File: src/dctc_pkg.sv
// Purpose: constants for the three-channel down-counting timer with capture on channel 2
// Assumes: AXI4-Lite register access, 32-bit data, one clock
// Notes: register offsets are byte addresses, each register one aligned word
package dctc_pkg;
    localparam int NUM_CH = 3;
    localparam int PRE_W = 8;

    localparam logic [7:0] ADDR_RUN = 8'h00;
    localparam logic [7:0] ADDR_CAPTURE = 8'h04;
    localparam logic [7:0] ADDR_IRQ_STATUS = 8'h08;
    localparam logic [7:0] ADDR_IRQ_MASK = 8'h0C;
    localparam logic [7:0] ADDR_CH_BASE = 8'h10;
    localparam logic [7:0] ADDR_CH_STRIDE = 8'h10;
    localparam logic [1:0] SUB_CTRL = 2'h0;
    localparam logic [1:0] SUB_RELOAD = 2'h1;
    localparam logic [1:0] SUB_COUNT = 2'h2;

    // Control register layout
    localparam int CTL_CLK_LSB = 0;
    localparam int CTL_EDGE_LSB = 3;
    localparam int CTL_UIE_BIT = 5;
    localparam int CTL_CAPM_LSB = 6;
    localparam int CTL_UFL_BIT = 8;
    localparam int CTL_CAPF_BIT = 9;
    localparam int CTL_W = 10;

    localparam logic [2:0] CLK_DIV4 = 3'h0;
    localparam logic [2:0] CLK_DIV16 = 3'h1;
    localparam logic [2:0] CLK_DIV64 = 3'h2;
    localparam logic [2:0] CLK_DIV256 = 3'h3;
    localparam logic [2:0] CLK_EXT = 3'h5;

    localparam logic [1:0] EDGE_RISE = 2'h0;
    localparam logic [1:0] EDGE_FALL = 2'h1;

    localparam logic [1:0] CAPM_OFF = 2'h0;
    localparam logic [1:0] CAPM_IRQ = 2'h3;

    // Interrupt status and mask bit positions
    localparam int IRQ_UFL0 = 0;
    localparam int IRQ_CAP = 3;
    localparam int IRQ_W = 4;

    localparam logic [31:0] RELOAD_RST = 32'hFFFF_FFFF;
    localparam logic [31:0] COUNT_RST = 32'hFFFF_FFFF;
    localparam logic [31:0] CAPTURE_RST = 32'h0000_0000;

    // Least pin level hold, in module clock cycles, for the external source
    localparam int PIN_HOLD_SINGLE = 2;
    localparam int PIN_HOLD_BOTH = 3;

    localparam logic [1:0] RESP_OKAY = 2'h0;
    localparam logic [1:0] RESP_SLVERR = 2'h2;
endpackage

File: src/dctc_timer.sv
// Purpose: three-channel down-counting timer, capture on channel 2, AXI4-Lite slave
// Assumes: pin and standby inputs synchronous to clock; software halts a channel to write it
// Notes: one write and one read in flight at most; read answers come one cycle after acceptance, write answers two
//
// Local design decisions: the register offsets and the AXI4-Lite slave port.
module dctc_timer #(
    parameter int CNT_W = 32,
    parameter int ADDR_W = 8
) (
    input wire logic clock,
    input wire logic srst,
    input wire logic [ADDR_W-1:0] s_axi_awaddr,
    input wire logic s_axi_awvalid,
    output logic s_axi_awready,
    input wire logic [31:0] s_axi_wdata,
    input wire logic [3:0] s_axi_wstrb,
    input wire logic s_axi_wvalid,
    output logic s_axi_wready,
    output logic [1:0] s_axi_bresp,
    output logic s_axi_bvalid,
    input wire logic s_axi_bready,
    input wire logic [ADDR_W-1:0] s_axi_araddr,
    input wire logic s_axi_arvalid,
    output logic s_axi_arready,
    output logic [31:0] s_axi_rdata,
    output logic [1:0] s_axi_rresp,
    output logic s_axi_rvalid,
    input wire logic s_axi_rready,
    input wire logic external_timer_clock_pin,
    input wire logic standby,
    output logic irq,
    output logic channel0_underflow_irq,
    output logic channel1_underflow_irq,
    output logic channel2_underflow_irq,
    output logic channel2_capture_irq,
    output logic [1:0] irq_top_source,
    output logic irq_top_valid
);
    import dctc_pkg::*;

    if (CNT_W < 1 || CNT_W > 32 || ADDR_W < 8) begin : g_bad_param
        $error("CNT_W must be 1 to 32, ADDR_W at least 8");
    end

    typedef logic [CNT_W-1:0] dctc_cnt_t;
    typedef logic [CTL_W-1:0] dctc_ctl_t;

    function automatic logic [31:0] merge_bytes(input logic [31:0] old_v,
                                                 input logic [31:0] new_v,
                                                 input logic [3:0] strb);
        logic [31:0] res;
        res = old_v;
        for (int b = 0; b < 4; b++) begin
            if (strb[b]) begin
                res[8*b +: 8] = new_v[8*b +: 8];
            end
        end
        return res;
    endfunction

    function automatic logic div_tick(input logic [2:0] src, input logic [PRE_W-1:0] pre);
        logic t;
        t = 1'b0;
        unique case (src)
            CLK_DIV4: t = &pre[1:0];
            CLK_DIV16: t = &pre[3:0];
            CLK_DIV64: t = &pre[5:0];
            CLK_DIV256: t = &pre[7:0];
            default: t = 1'b0;
        endcase
        return t;
    endfunction

    function automatic logic edge_hit(input logic [1:0] sel, input logic rise, input logic fall);
        logic h;
        if (sel[1]) begin
            h = rise | fall;
        end else if (sel == EDGE_FALL) begin
            h = fall;
        end else begin
            h = rise;
        end
        return h;
    endfunction

    // Register state
    dctc_ctl_t ctrl [NUM_CH];
    dctc_ctl_t next_ctrl [NUM_CH];
    dctc_cnt_t reload [NUM_CH];
    dctc_cnt_t next_reload [NUM_CH];
    dctc_cnt_t count [NUM_CH];
    dctc_cnt_t next_count [NUM_CH];
    logic [NUM_CH-1:0] run, next_run;
    dctc_cnt_t capture, next_capture;
    logic [IRQ_W-1:0] irq_status, next_irq_status;
    logic [IRQ_W-1:0] irq_mask, next_irq_mask;
    logic [PRE_W-1:0] prescale, next_prescale;
    logic pin_q, next_pin_q;

    // Bus state
    logic aw_held, next_aw_held;
    logic w_held, next_w_held;
    logic [7:0] wr_addr, next_wr_addr;
    logic [31:0] wr_data, next_wr_data;
    logic [3:0] wr_strb, next_wr_strb;
    logic next_bvalid, next_rvalid;
    logic [1:0] next_bresp, next_rresp;
    logic [31:0] next_rdata;

    // Interrupt outputs
    logic next_irq, next_uirq0, next_uirq1, next_uirq2, next_cirq, next_top_valid;
    logic [1:0] next_top_source;

    always_comb begin
        logic rise, fall, tick, do_write, do_read, wr_ok, rd_ok, cap_hit, status_rd;
        logic [7:0] ra;
        logic [IRQ_W-1:0] events;
        logic [31:0] merged;
        logic [NUM_CH:0] req;
        int rch, wch;
        rise = external_timer_clock_pin & ~pin_q;
        fall = ~external_timer_clock_pin & pin_q;
        tick = 1'b0;
        do_write = 1'b0;
        do_read = 1'b0;
        wr_ok = 1'b0;
        rd_ok = 1'b0;
        cap_hit = 1'b0;
        status_rd = 1'b0;
        ra = 8'h00;
        events = '0;
        merged = 32'h0000_0000;
        req = '0;
        rch = 0;
        wch = 0;
        for (int c = 0; c < NUM_CH; c++) begin
            next_ctrl[c] = ctrl[c];
            next_reload[c] = reload[c];
            next_count[c] = count[c];
        end
        next_run = run;
        next_capture = capture;
        next_irq_mask = irq_mask;
        next_prescale = prescale + 1'b1;
        next_pin_q = external_timer_clock_pin;
        next_aw_held = aw_held;
        next_w_held = w_held;
        next_wr_addr = wr_addr;
        next_wr_data = wr_data;
        next_wr_strb = wr_strb;
        next_bvalid = s_axi_bvalid;
        next_bresp = s_axi_bresp;
        next_rvalid = s_axi_rvalid;
        next_rresp = s_axi_rresp;
        next_rdata = s_axi_rdata;

        // Counting
        for (int c = 0; c < NUM_CH; c++) begin
            if (ctrl[c][CTL_CLK_LSB +: 3] == CLK_EXT) begin
                tick = edge_hit(ctrl[c][CTL_EDGE_LSB +: 2], rise, fall);
            end else begin
                tick = div_tick(ctrl[c][CTL_CLK_LSB +: 3], prescale);
            end
            if (run[c] && tick) begin
                if (count[c] == '0) begin
                    next_count[c] = reload[c];
                    next_ctrl[c][CTL_UFL_BIT] = 1'b1;
                    events[IRQ_UFL0 + c] = 1'b1;
                end else begin
                    next_count[c] = count[c] - 1'b1;
                end
            end
        end

        // Capture only on channel 2; mode 01 is treated as off
        cap_hit = ctrl[2][CTL_CAPM_LSB + 1] && !standby
                  && edge_hit(ctrl[2][CTL_EDGE_LSB +: 2], rise, fall);
        if (cap_hit) begin
            next_capture = count[2];
            next_ctrl[2][CTL_CAPF_BIT] = 1'b1;
            events[IRQ_CAP] = 1'b1;
        end

        // Write channels: address and data may arrive in either order
        if (s_axi_awvalid && s_axi_awready) begin
            next_aw_held = 1'b1;
            next_wr_addr = s_axi_awaddr[7:0];
        end
        if (s_axi_wvalid && s_axi_wready) begin
            next_w_held = 1'b1;
            next_wr_data = s_axi_wdata;
            next_wr_strb = s_axi_wstrb;
        end
        do_write = aw_held && w_held && !s_axi_bvalid;
        if (do_write) begin
            next_aw_held = 1'b0;
            next_w_held = 1'b0;
            wr_ok = 1'b1;
            if (wr_addr == ADDR_RUN) begin
                merged = merge_bytes(32'(run), wr_data, wr_strb);
                next_run = merged[NUM_CH-1:0];
            end else if (wr_addr == ADDR_IRQ_MASK) begin
                merged = merge_bytes(32'(irq_mask), wr_data, wr_strb);
                next_irq_mask = merged[IRQ_W-1:0];
            end else if (wr_addr >= ADDR_CH_BASE && wr_addr[3:2] != 2'h3
                         && wr_addr < ADDR_CH_BASE + NUM_CH * ADDR_CH_STRIDE) begin
                // Software stops the channel first; the write simply overrides counting
                wch = int'((wr_addr - ADDR_CH_BASE) >> 4);
                unique case (wr_addr[3:2])
                    SUB_CTRL: begin
                        merged = merge_bytes(32'(ctrl[wch]), wr_data, wr_strb);
                        next_ctrl[wch][CTL_CAPM_LSB-1:0] = merged[CTL_CAPM_LSB-1:0];
                        if (wch == 2) begin
                            next_ctrl[wch][CTL_CAPM_LSB +: 2] = merged[CTL_CAPM_LSB +: 2];
                        end
                        // Hardware set wins over a written 0 in the same cycle
                        if (wr_strb[1]) begin
                            next_ctrl[wch][CTL_UFL_BIT] = next_ctrl[wch][CTL_UFL_BIT]
                                & (wr_data[CTL_UFL_BIT] | events[IRQ_UFL0 + wch]);
                            if (wch == 2) begin
                                next_ctrl[wch][CTL_CAPF_BIT] = next_ctrl[wch][CTL_CAPF_BIT]
                                    & (wr_data[CTL_CAPF_BIT] | cap_hit);
                            end
                        end
                    end
                    SUB_RELOAD: begin
                        merged = merge_bytes(32'(reload[wch]), wr_data, wr_strb);
                        next_reload[wch] = merged[CNT_W-1:0];
                    end
                    default: begin
                        merged = merge_bytes(32'(count[wch]), wr_data, wr_strb);
                        next_count[wch] = merged[CNT_W-1:0];
                    end
                endcase
            end else begin
                wr_ok = 1'b0;
            end
            next_bvalid = 1'b1;
            next_bresp = wr_ok ? RESP_OKAY : RESP_SLVERR;
        end
        if (s_axi_bvalid && s_axi_bready) begin
            next_bvalid = 1'b0;
        end

        // Read channel: data is taken from registers before this edge's decrement
        do_read = s_axi_arvalid && s_axi_arready;
        if (s_axi_rvalid && s_axi_rready) begin
            next_rvalid = 1'b0;
        end
        if (do_read) begin
            ra = s_axi_araddr[7:0];
            rd_ok = 1'b1;
            next_rdata = 32'h0000_0000;
            if (ra == ADDR_RUN) begin
                next_rdata = 32'(run);
            end else if (ra == ADDR_CAPTURE) begin
                next_rdata = 32'(capture);
            end else if (ra == ADDR_IRQ_STATUS) begin
                next_rdata = 32'(irq_status);
                status_rd = 1'b1;
            end else if (ra == ADDR_IRQ_MASK) begin
                next_rdata = 32'(irq_mask);
            end else if (ra >= ADDR_CH_BASE && ra[3:2] != 2'h3
                         && ra < ADDR_CH_BASE + NUM_CH * ADDR_CH_STRIDE) begin
                rch = int'((ra - ADDR_CH_BASE) >> 4);
                unique case (ra[3:2])
                    SUB_CTRL: next_rdata = 32'(ctrl[rch]);
                    SUB_RELOAD: next_rdata = 32'(reload[rch]);
                    default: next_rdata = 32'(count[rch]);
                endcase
            end else begin
                rd_ok = 1'b0;
            end
            next_rvalid = 1'b1;
            next_rresp = rd_ok ? RESP_OKAY : RESP_SLVERR;
        end

        // Sticky status cleared by read; a new event in that cycle survives
        next_irq_status = (status_rd ? '0 : irq_status) | events;
        next_irq = |(next_irq_status & next_irq_mask);

        // Per-source requests: flag and its enable both set
        for (int c = 0; c < NUM_CH; c++) begin
            req[c] = next_ctrl[c][CTL_UFL_BIT] & next_ctrl[c][CTL_UIE_BIT];
        end
        req[NUM_CH] = next_ctrl[2][CTL_CAPF_BIT]
                      & (next_ctrl[2][CTL_CAPM_LSB +: 2] == CAPM_IRQ);
        next_uirq0 = req[0];
        next_uirq1 = req[1];
        next_uirq2 = req[2];
        next_cirq = req[NUM_CH];

        // Fixed priority: lowest index wins
        next_top_valid = |req;
        next_top_source = 2'h0;
        for (int s = NUM_CH; s >= 0; s--) begin
            if (req[s]) begin
                next_top_source = 2'(s);
            end
        end
    end

    always_ff @(posedge clock) begin
        if (srst) begin
            for (int c = 0; c < NUM_CH; c++) begin
                ctrl[c] <= '0;
                reload[c] <= RELOAD_RST[CNT_W-1:0];
                count[c] <= COUNT_RST[CNT_W-1:0];
            end
            run <= '0;
            capture <= CAPTURE_RST[CNT_W-1:0];
            irq_status <= '0;
            irq_mask <= '0;
            prescale <= '0;
            pin_q <= 1'b0;
            aw_held <= 1'b0;
            w_held <= 1'b0;
            wr_addr <= 8'h00;
            wr_data <= 32'h0000_0000;
            wr_strb <= 4'h0;
            s_axi_bvalid <= 1'b0;
            s_axi_bresp <= RESP_OKAY;
            s_axi_rvalid <= 1'b0;
            s_axi_rresp <= RESP_OKAY;
            s_axi_rdata <= 32'h0000_0000;
            irq <= 1'b0;
            channel0_underflow_irq <= 1'b0;
            channel1_underflow_irq <= 1'b0;
            channel2_underflow_irq <= 1'b0;
            channel2_capture_irq <= 1'b0;
            irq_top_source <= 2'h0;
            irq_top_valid <= 1'b0;
            s_axi_awready <= 1'b0;
            s_axi_wready <= 1'b0;
            s_axi_arready <= 1'b0;
        end else begin
            ctrl <= next_ctrl;
            reload <= next_reload;
            count <= next_count;
            run <= next_run;
            capture <= next_capture;
            irq_status <= next_irq_status;
            irq_mask <= next_irq_mask;
            prescale <= next_prescale;
            pin_q <= next_pin_q;
            aw_held <= next_aw_held;
            w_held <= next_w_held;
            wr_addr <= next_wr_addr;
            wr_data <= next_wr_data;
            wr_strb <= next_wr_strb;
            s_axi_bvalid <= next_bvalid;
            s_axi_bresp <= next_bresp;
            s_axi_rvalid <= next_rvalid;
            s_axi_rresp <= next_rresp;
            s_axi_rdata <= next_rdata;
            irq <= next_irq;
            channel0_underflow_irq <= next_uirq0;
            channel1_underflow_irq <= next_uirq1;
            channel2_underflow_irq <= next_uirq2;
            channel2_capture_irq <= next_cirq;
            irq_top_source <= next_top_source;
            irq_top_valid <= next_top_valid;
            // Ready flops: one item per channel until its response is accepted
            s_axi_awready <= !next_aw_held && !next_bvalid;
            s_axi_wready <= !next_w_held && !next_bvalid;
            s_axi_arready <= !next_rvalid;
        end
    end
endmodule

File: config.mk
export PLATFORM = sky130hd
export DESIGN_NAME = dctc_timer
export DESIGN_NICKNAME = d
export VERILOG_FILES = /design/src/dctc_pkg.sv /design/src/dctc_timer.sv
export SDC_FILE = /design/constraint.sdc
export NUM_CORES = 1
export LEC_CHECK = 0
export BUFFER_PORTS_ARGS = -buffer_cell sky130_fd_sc_hd__buf_2
export CAP_MARGIN = 20
export CORE_ASPECT_RATIO = 2
export CORE_MARGIN = 10
export CORE_UTILIZATION = 50
export CTS_BUF_LIST = sky130_fd_sc_hd__clkbuf_2 sky130_fd_sc_hd__clkbuf_4 sky130_fd_sc_hd__clkbuf_8
export DETAILED_ROUTE_END_ITERATION = 8
export PLACE_DENSITY = 0.67
export SYNTH_ARGS = -nofsm -noshare
export SYNTH_HDL_FRONTEND = slang
export SYNTH_SLANG_ARGS = --single-unit
File: constraint.sdc
create_clock -name clock -period 8.5 [get_ports clock]
set_input_delay 1.7 -clock clock [delete_from_list [all_inputs] [get_ports clock]]
set_output_delay 1.7 -clock clock [all_outputs]
set_load 0.02 [all_outputs]
==> results.md <==
- Min Tclk post-route: 4.367 ns
- Clk_lat worst skew: 0.68 ns
- Hold Path Class: reg -> reg
- Post-synthesis register bit count: 367
- # DRC: 0
- Drt total wl: 103,900 um
- Layer with the highest usage: met2
- TNS Setup: 0 ns
- DP Wirelength: 71,600 um
- Post-Synth Adder-Cell Area: 0.008285
- Post-synthesis simple-gate area fraction: 0.2282
- Global route overflow: 0
- Post-synth EDFFs: 0
- Post-synth top area share: 0.3475
- Non-filler cells, final: 3,350
- Critical path peak fanout: 43
- Crit end category: flop
- Final setup margin: 4.133 ns
- I/O Pins: 110
- Cell taking the most area after synthesis: dfxtp_1
- Data arrival time of the worst path: 4.92 ns
- Setup slack at placement: 3.326 ns
- Final Max Tran Viols: 0
- Post-CTS Hold Buffers: 0
- Initial core utilization: 0.5061
- Compound-Gate Fraction of Synth Area: 0.2583
- Initial antenna violation count: 3
- Hold slack final: 0.4513 ns
- Max-Cap Viols: 0
- M1 GR Usage: 0.3703
- Area Overhead vs Synth: 8.859%
- Final setup fails: 0
- Die span in x: 165.4 um
- Max Clock Skew: 0.03306 ns
- Final hold vios: 0
- Synth Instances: 2,799
- Number of global-route vias before repair: 21,943
- Clk root buf: clkbuf_8
- Unrepaired setup endpoints after global routing: false
- Gr usage total: 0.3961
- Synth unique cells: 87
- Mux cell area share after synthesis: 0.09930
- Synthesized area per cell: 7.554 sq um
- Leakage: 8.722 nW
- Resize count post-CTS: 0
- Die Height: 310.8 um
- CORE AREA: 0.04178 sq mm
- VDD IR max: 0.1254 mV
- Post-CTS Setup Inserts: 0
- Via Count: 22,784
- Final Util: 0.5509
- DRT Pass-1 Iters: 8
- Clock-pin slew on the worst setup and hold paths: 0.07 ns
- Final Cycle Share: 0.5138
- Cells after DPL: 3,244
- Tightest Pin Transition: 1.227 ns
- # H-tree levels: 2
- TritonCTS Buffers: 55
- GR Util met3: 0.09517
- Antenna Nets Post-Route: 0
- Post-Synth XOR/XNOR Area: 0.003728
- Req. time, crit path: 9.05 ns
- Main combinational cell family by area after synthesis: compound AO/OA/AOI/OAI gates
- Clock sinks: 367
- Status: completed
- Wirelength per Cell: 31.02 um
- Nets: 2,839
- Synth top area cells: dfxtp_1 (35%), nand2_1 (8.3%), a21oi_1 (8.1%)
- Layout cells sized above 1: 0.1295
- Primary FF master, synth: dfxtp_1
- Die Footprint: 0.05141 sq mm
- Via density per instance: 6.801
- Number of fill cells: 4,091
- Crit Path Category: reg -> reg
- Largest net degree at the start of global routing: 80
- IO buf count: 107
- GP Congestion: 1.055
- Initial DRC Count: 2,538
- Mapped cell area: 0.02114 sq mm
- Fmax achieved: 0.2290 GHz
- Post-synthesis sequential area ratio: 0.3475
- P per Cell Area: 166.9 mW/mm^2
- Clk buf depth: 3
- CTS tree: done
- Relative slew slack: 0.1731
- # rows: 106
- Fraction of registers with async set/reset: 0
- YS warnings: 0
- First-pass GRT wire length: 150,700 um
- Crit start category: flop
- GRT met2 Usage: 0.6592
[critical path, cell delays in order, from the launching register on]
cell and delay, ns:
dfxtp_4 0.69, clkinv_1 0.25, ha_4 0.64, buf_4 0.57, mux2i_1 0.60, a21oi_1 0.13, o21ai_0 0.88, nor2_1 0.11
a211o_1 0.30
[cell usage after synthesis (6+ instances only)]
library cell	instances
o311ai_0	7
mux4_2	8
or2_2	7
nand2b_1	26
a21oi_1	342
buf_2	33
a22oi_1	9
o211ai_1	148
a21o_1	6
a211o_1	6
dfxtp_1	367
a31oi_1	13
nand3_1	54
inv_1	38
mux2_2	54
and2_1	22
o21ai_0	140
o21a_1	10
nand4_1	8
a22o_1	9
o221ai_1	17
mux2i_1	131
o22ai_1	32
and3_1	10
nand2_1	465
a21boi_0	7
ha_1	14
o31ai_1	19
buf_1	23
and4_1	6
nor3_1	72
or3_1	11
a211oi_1	18
nor2b_1	13
nor2_1	283
clkbuf_1	183
or4_1	10
o21ai_1	7
a221oi_1	43
o21bai_1	6
nor4_1	32
[report_power, final]
group	internal, mW	switching (mW)
logic	0.149	0.348
clock network	0.812	0.763
registers	1.74	0.0267
[registers in the layout (all words and copies together), names as in the netlist, 2 cells and up]
register	cells
prescale	8
wr_strb	4
capture	32
reload	96
irq_top_source	2
irq_mask	4
wr_data	32
ctrl	30
wr_addr	8
irq_status	4
run	3
count	96
s_axi_rdata	32
[per-layer routing]
layer,vias up,part of all wire
li1,10031,-
met1,10750,0.30
met2,1383,0.48
met3,620,0.079
met4,0,0.14
met5,-,0
[cells by family after synthesis]
group,count (synthesis)
other cells,1
simple gates,1058
xor+xnor,9
buf+inv,285
compound gates,872
flops,367
mux,193
fa+ha+maj,14
[placed cells by master (no fill, tap or decap), drive strengths merged, types with 8 or more instances in the layout]
cell type  count
o211ai       149
o21a          10
a22oi          9
clkbuf        89
or3           12
ha            14
nand2        465
o221ai        18
and3          10
nand3         54
o22ai         32
and2          22
buf          153
mux2i        131
nor3          75
a21boi         9
a31oi         14
a21oi        342
nor4          38
o31ai         19
a22o           9
o21ai        147
a211oi        18
or2            8
nor2         286
or4           11
nand2b        27
a221oi        43
nand4         10
inv           40
dfxtp        367
mux2          54
mux4           8
nor2b         13
[area by class of cell]
cell class / instances / area, sq um / share of cell area
Multi-Input combinational cell: 2148 / 12720 / 0.5528
Antenna cell: 6 / 15.01 / 0.0006524
Timing Repair Buffer: 153 / 954.7 / 0.04148
Tap cell: 540 / 675.6 / 0.02936
Clock inverter: 8 / 55.05 / 0.002392
Clock buffer: 89 / 1094 / 0.04751
Inverter: 39 / 148.9 / 0.006469
Sequential cell: 367 / 7351 / 0.3194
[path summary, 6_finish.rpt]
kind	from	to	slack (ns)	cells past startpoint
worst max register to register	wr_addr[4]$_SDFFE_PP0P_	count[30]$_SDFF_PP1_	4.13	8
worst max-delay path	wr_addr[4]$_SDFFE_PP0P_	count[30]$_SDFF_PP1_	4.13	8
worst min-delay path	wr_data[15]$_SDFFE_PP0P_	wr_data[15]$_SDFFE_PP0P_	0.45	2
worst min register to register	wr_data[15]$_SDFFE_PP0P_	wr_data[15]$_SDFFE_PP0P_	0.45	2
[stage by stage]
step	power, mW	cell area, sq um
after global placement	2.259	21740
after global routing	3.939	23000
after floorplan	2.099	21150
final	3.841	23020
after CTS	3.816	22940
after detailed placement	2.268	21790
(Power assumes the default switching activity.)
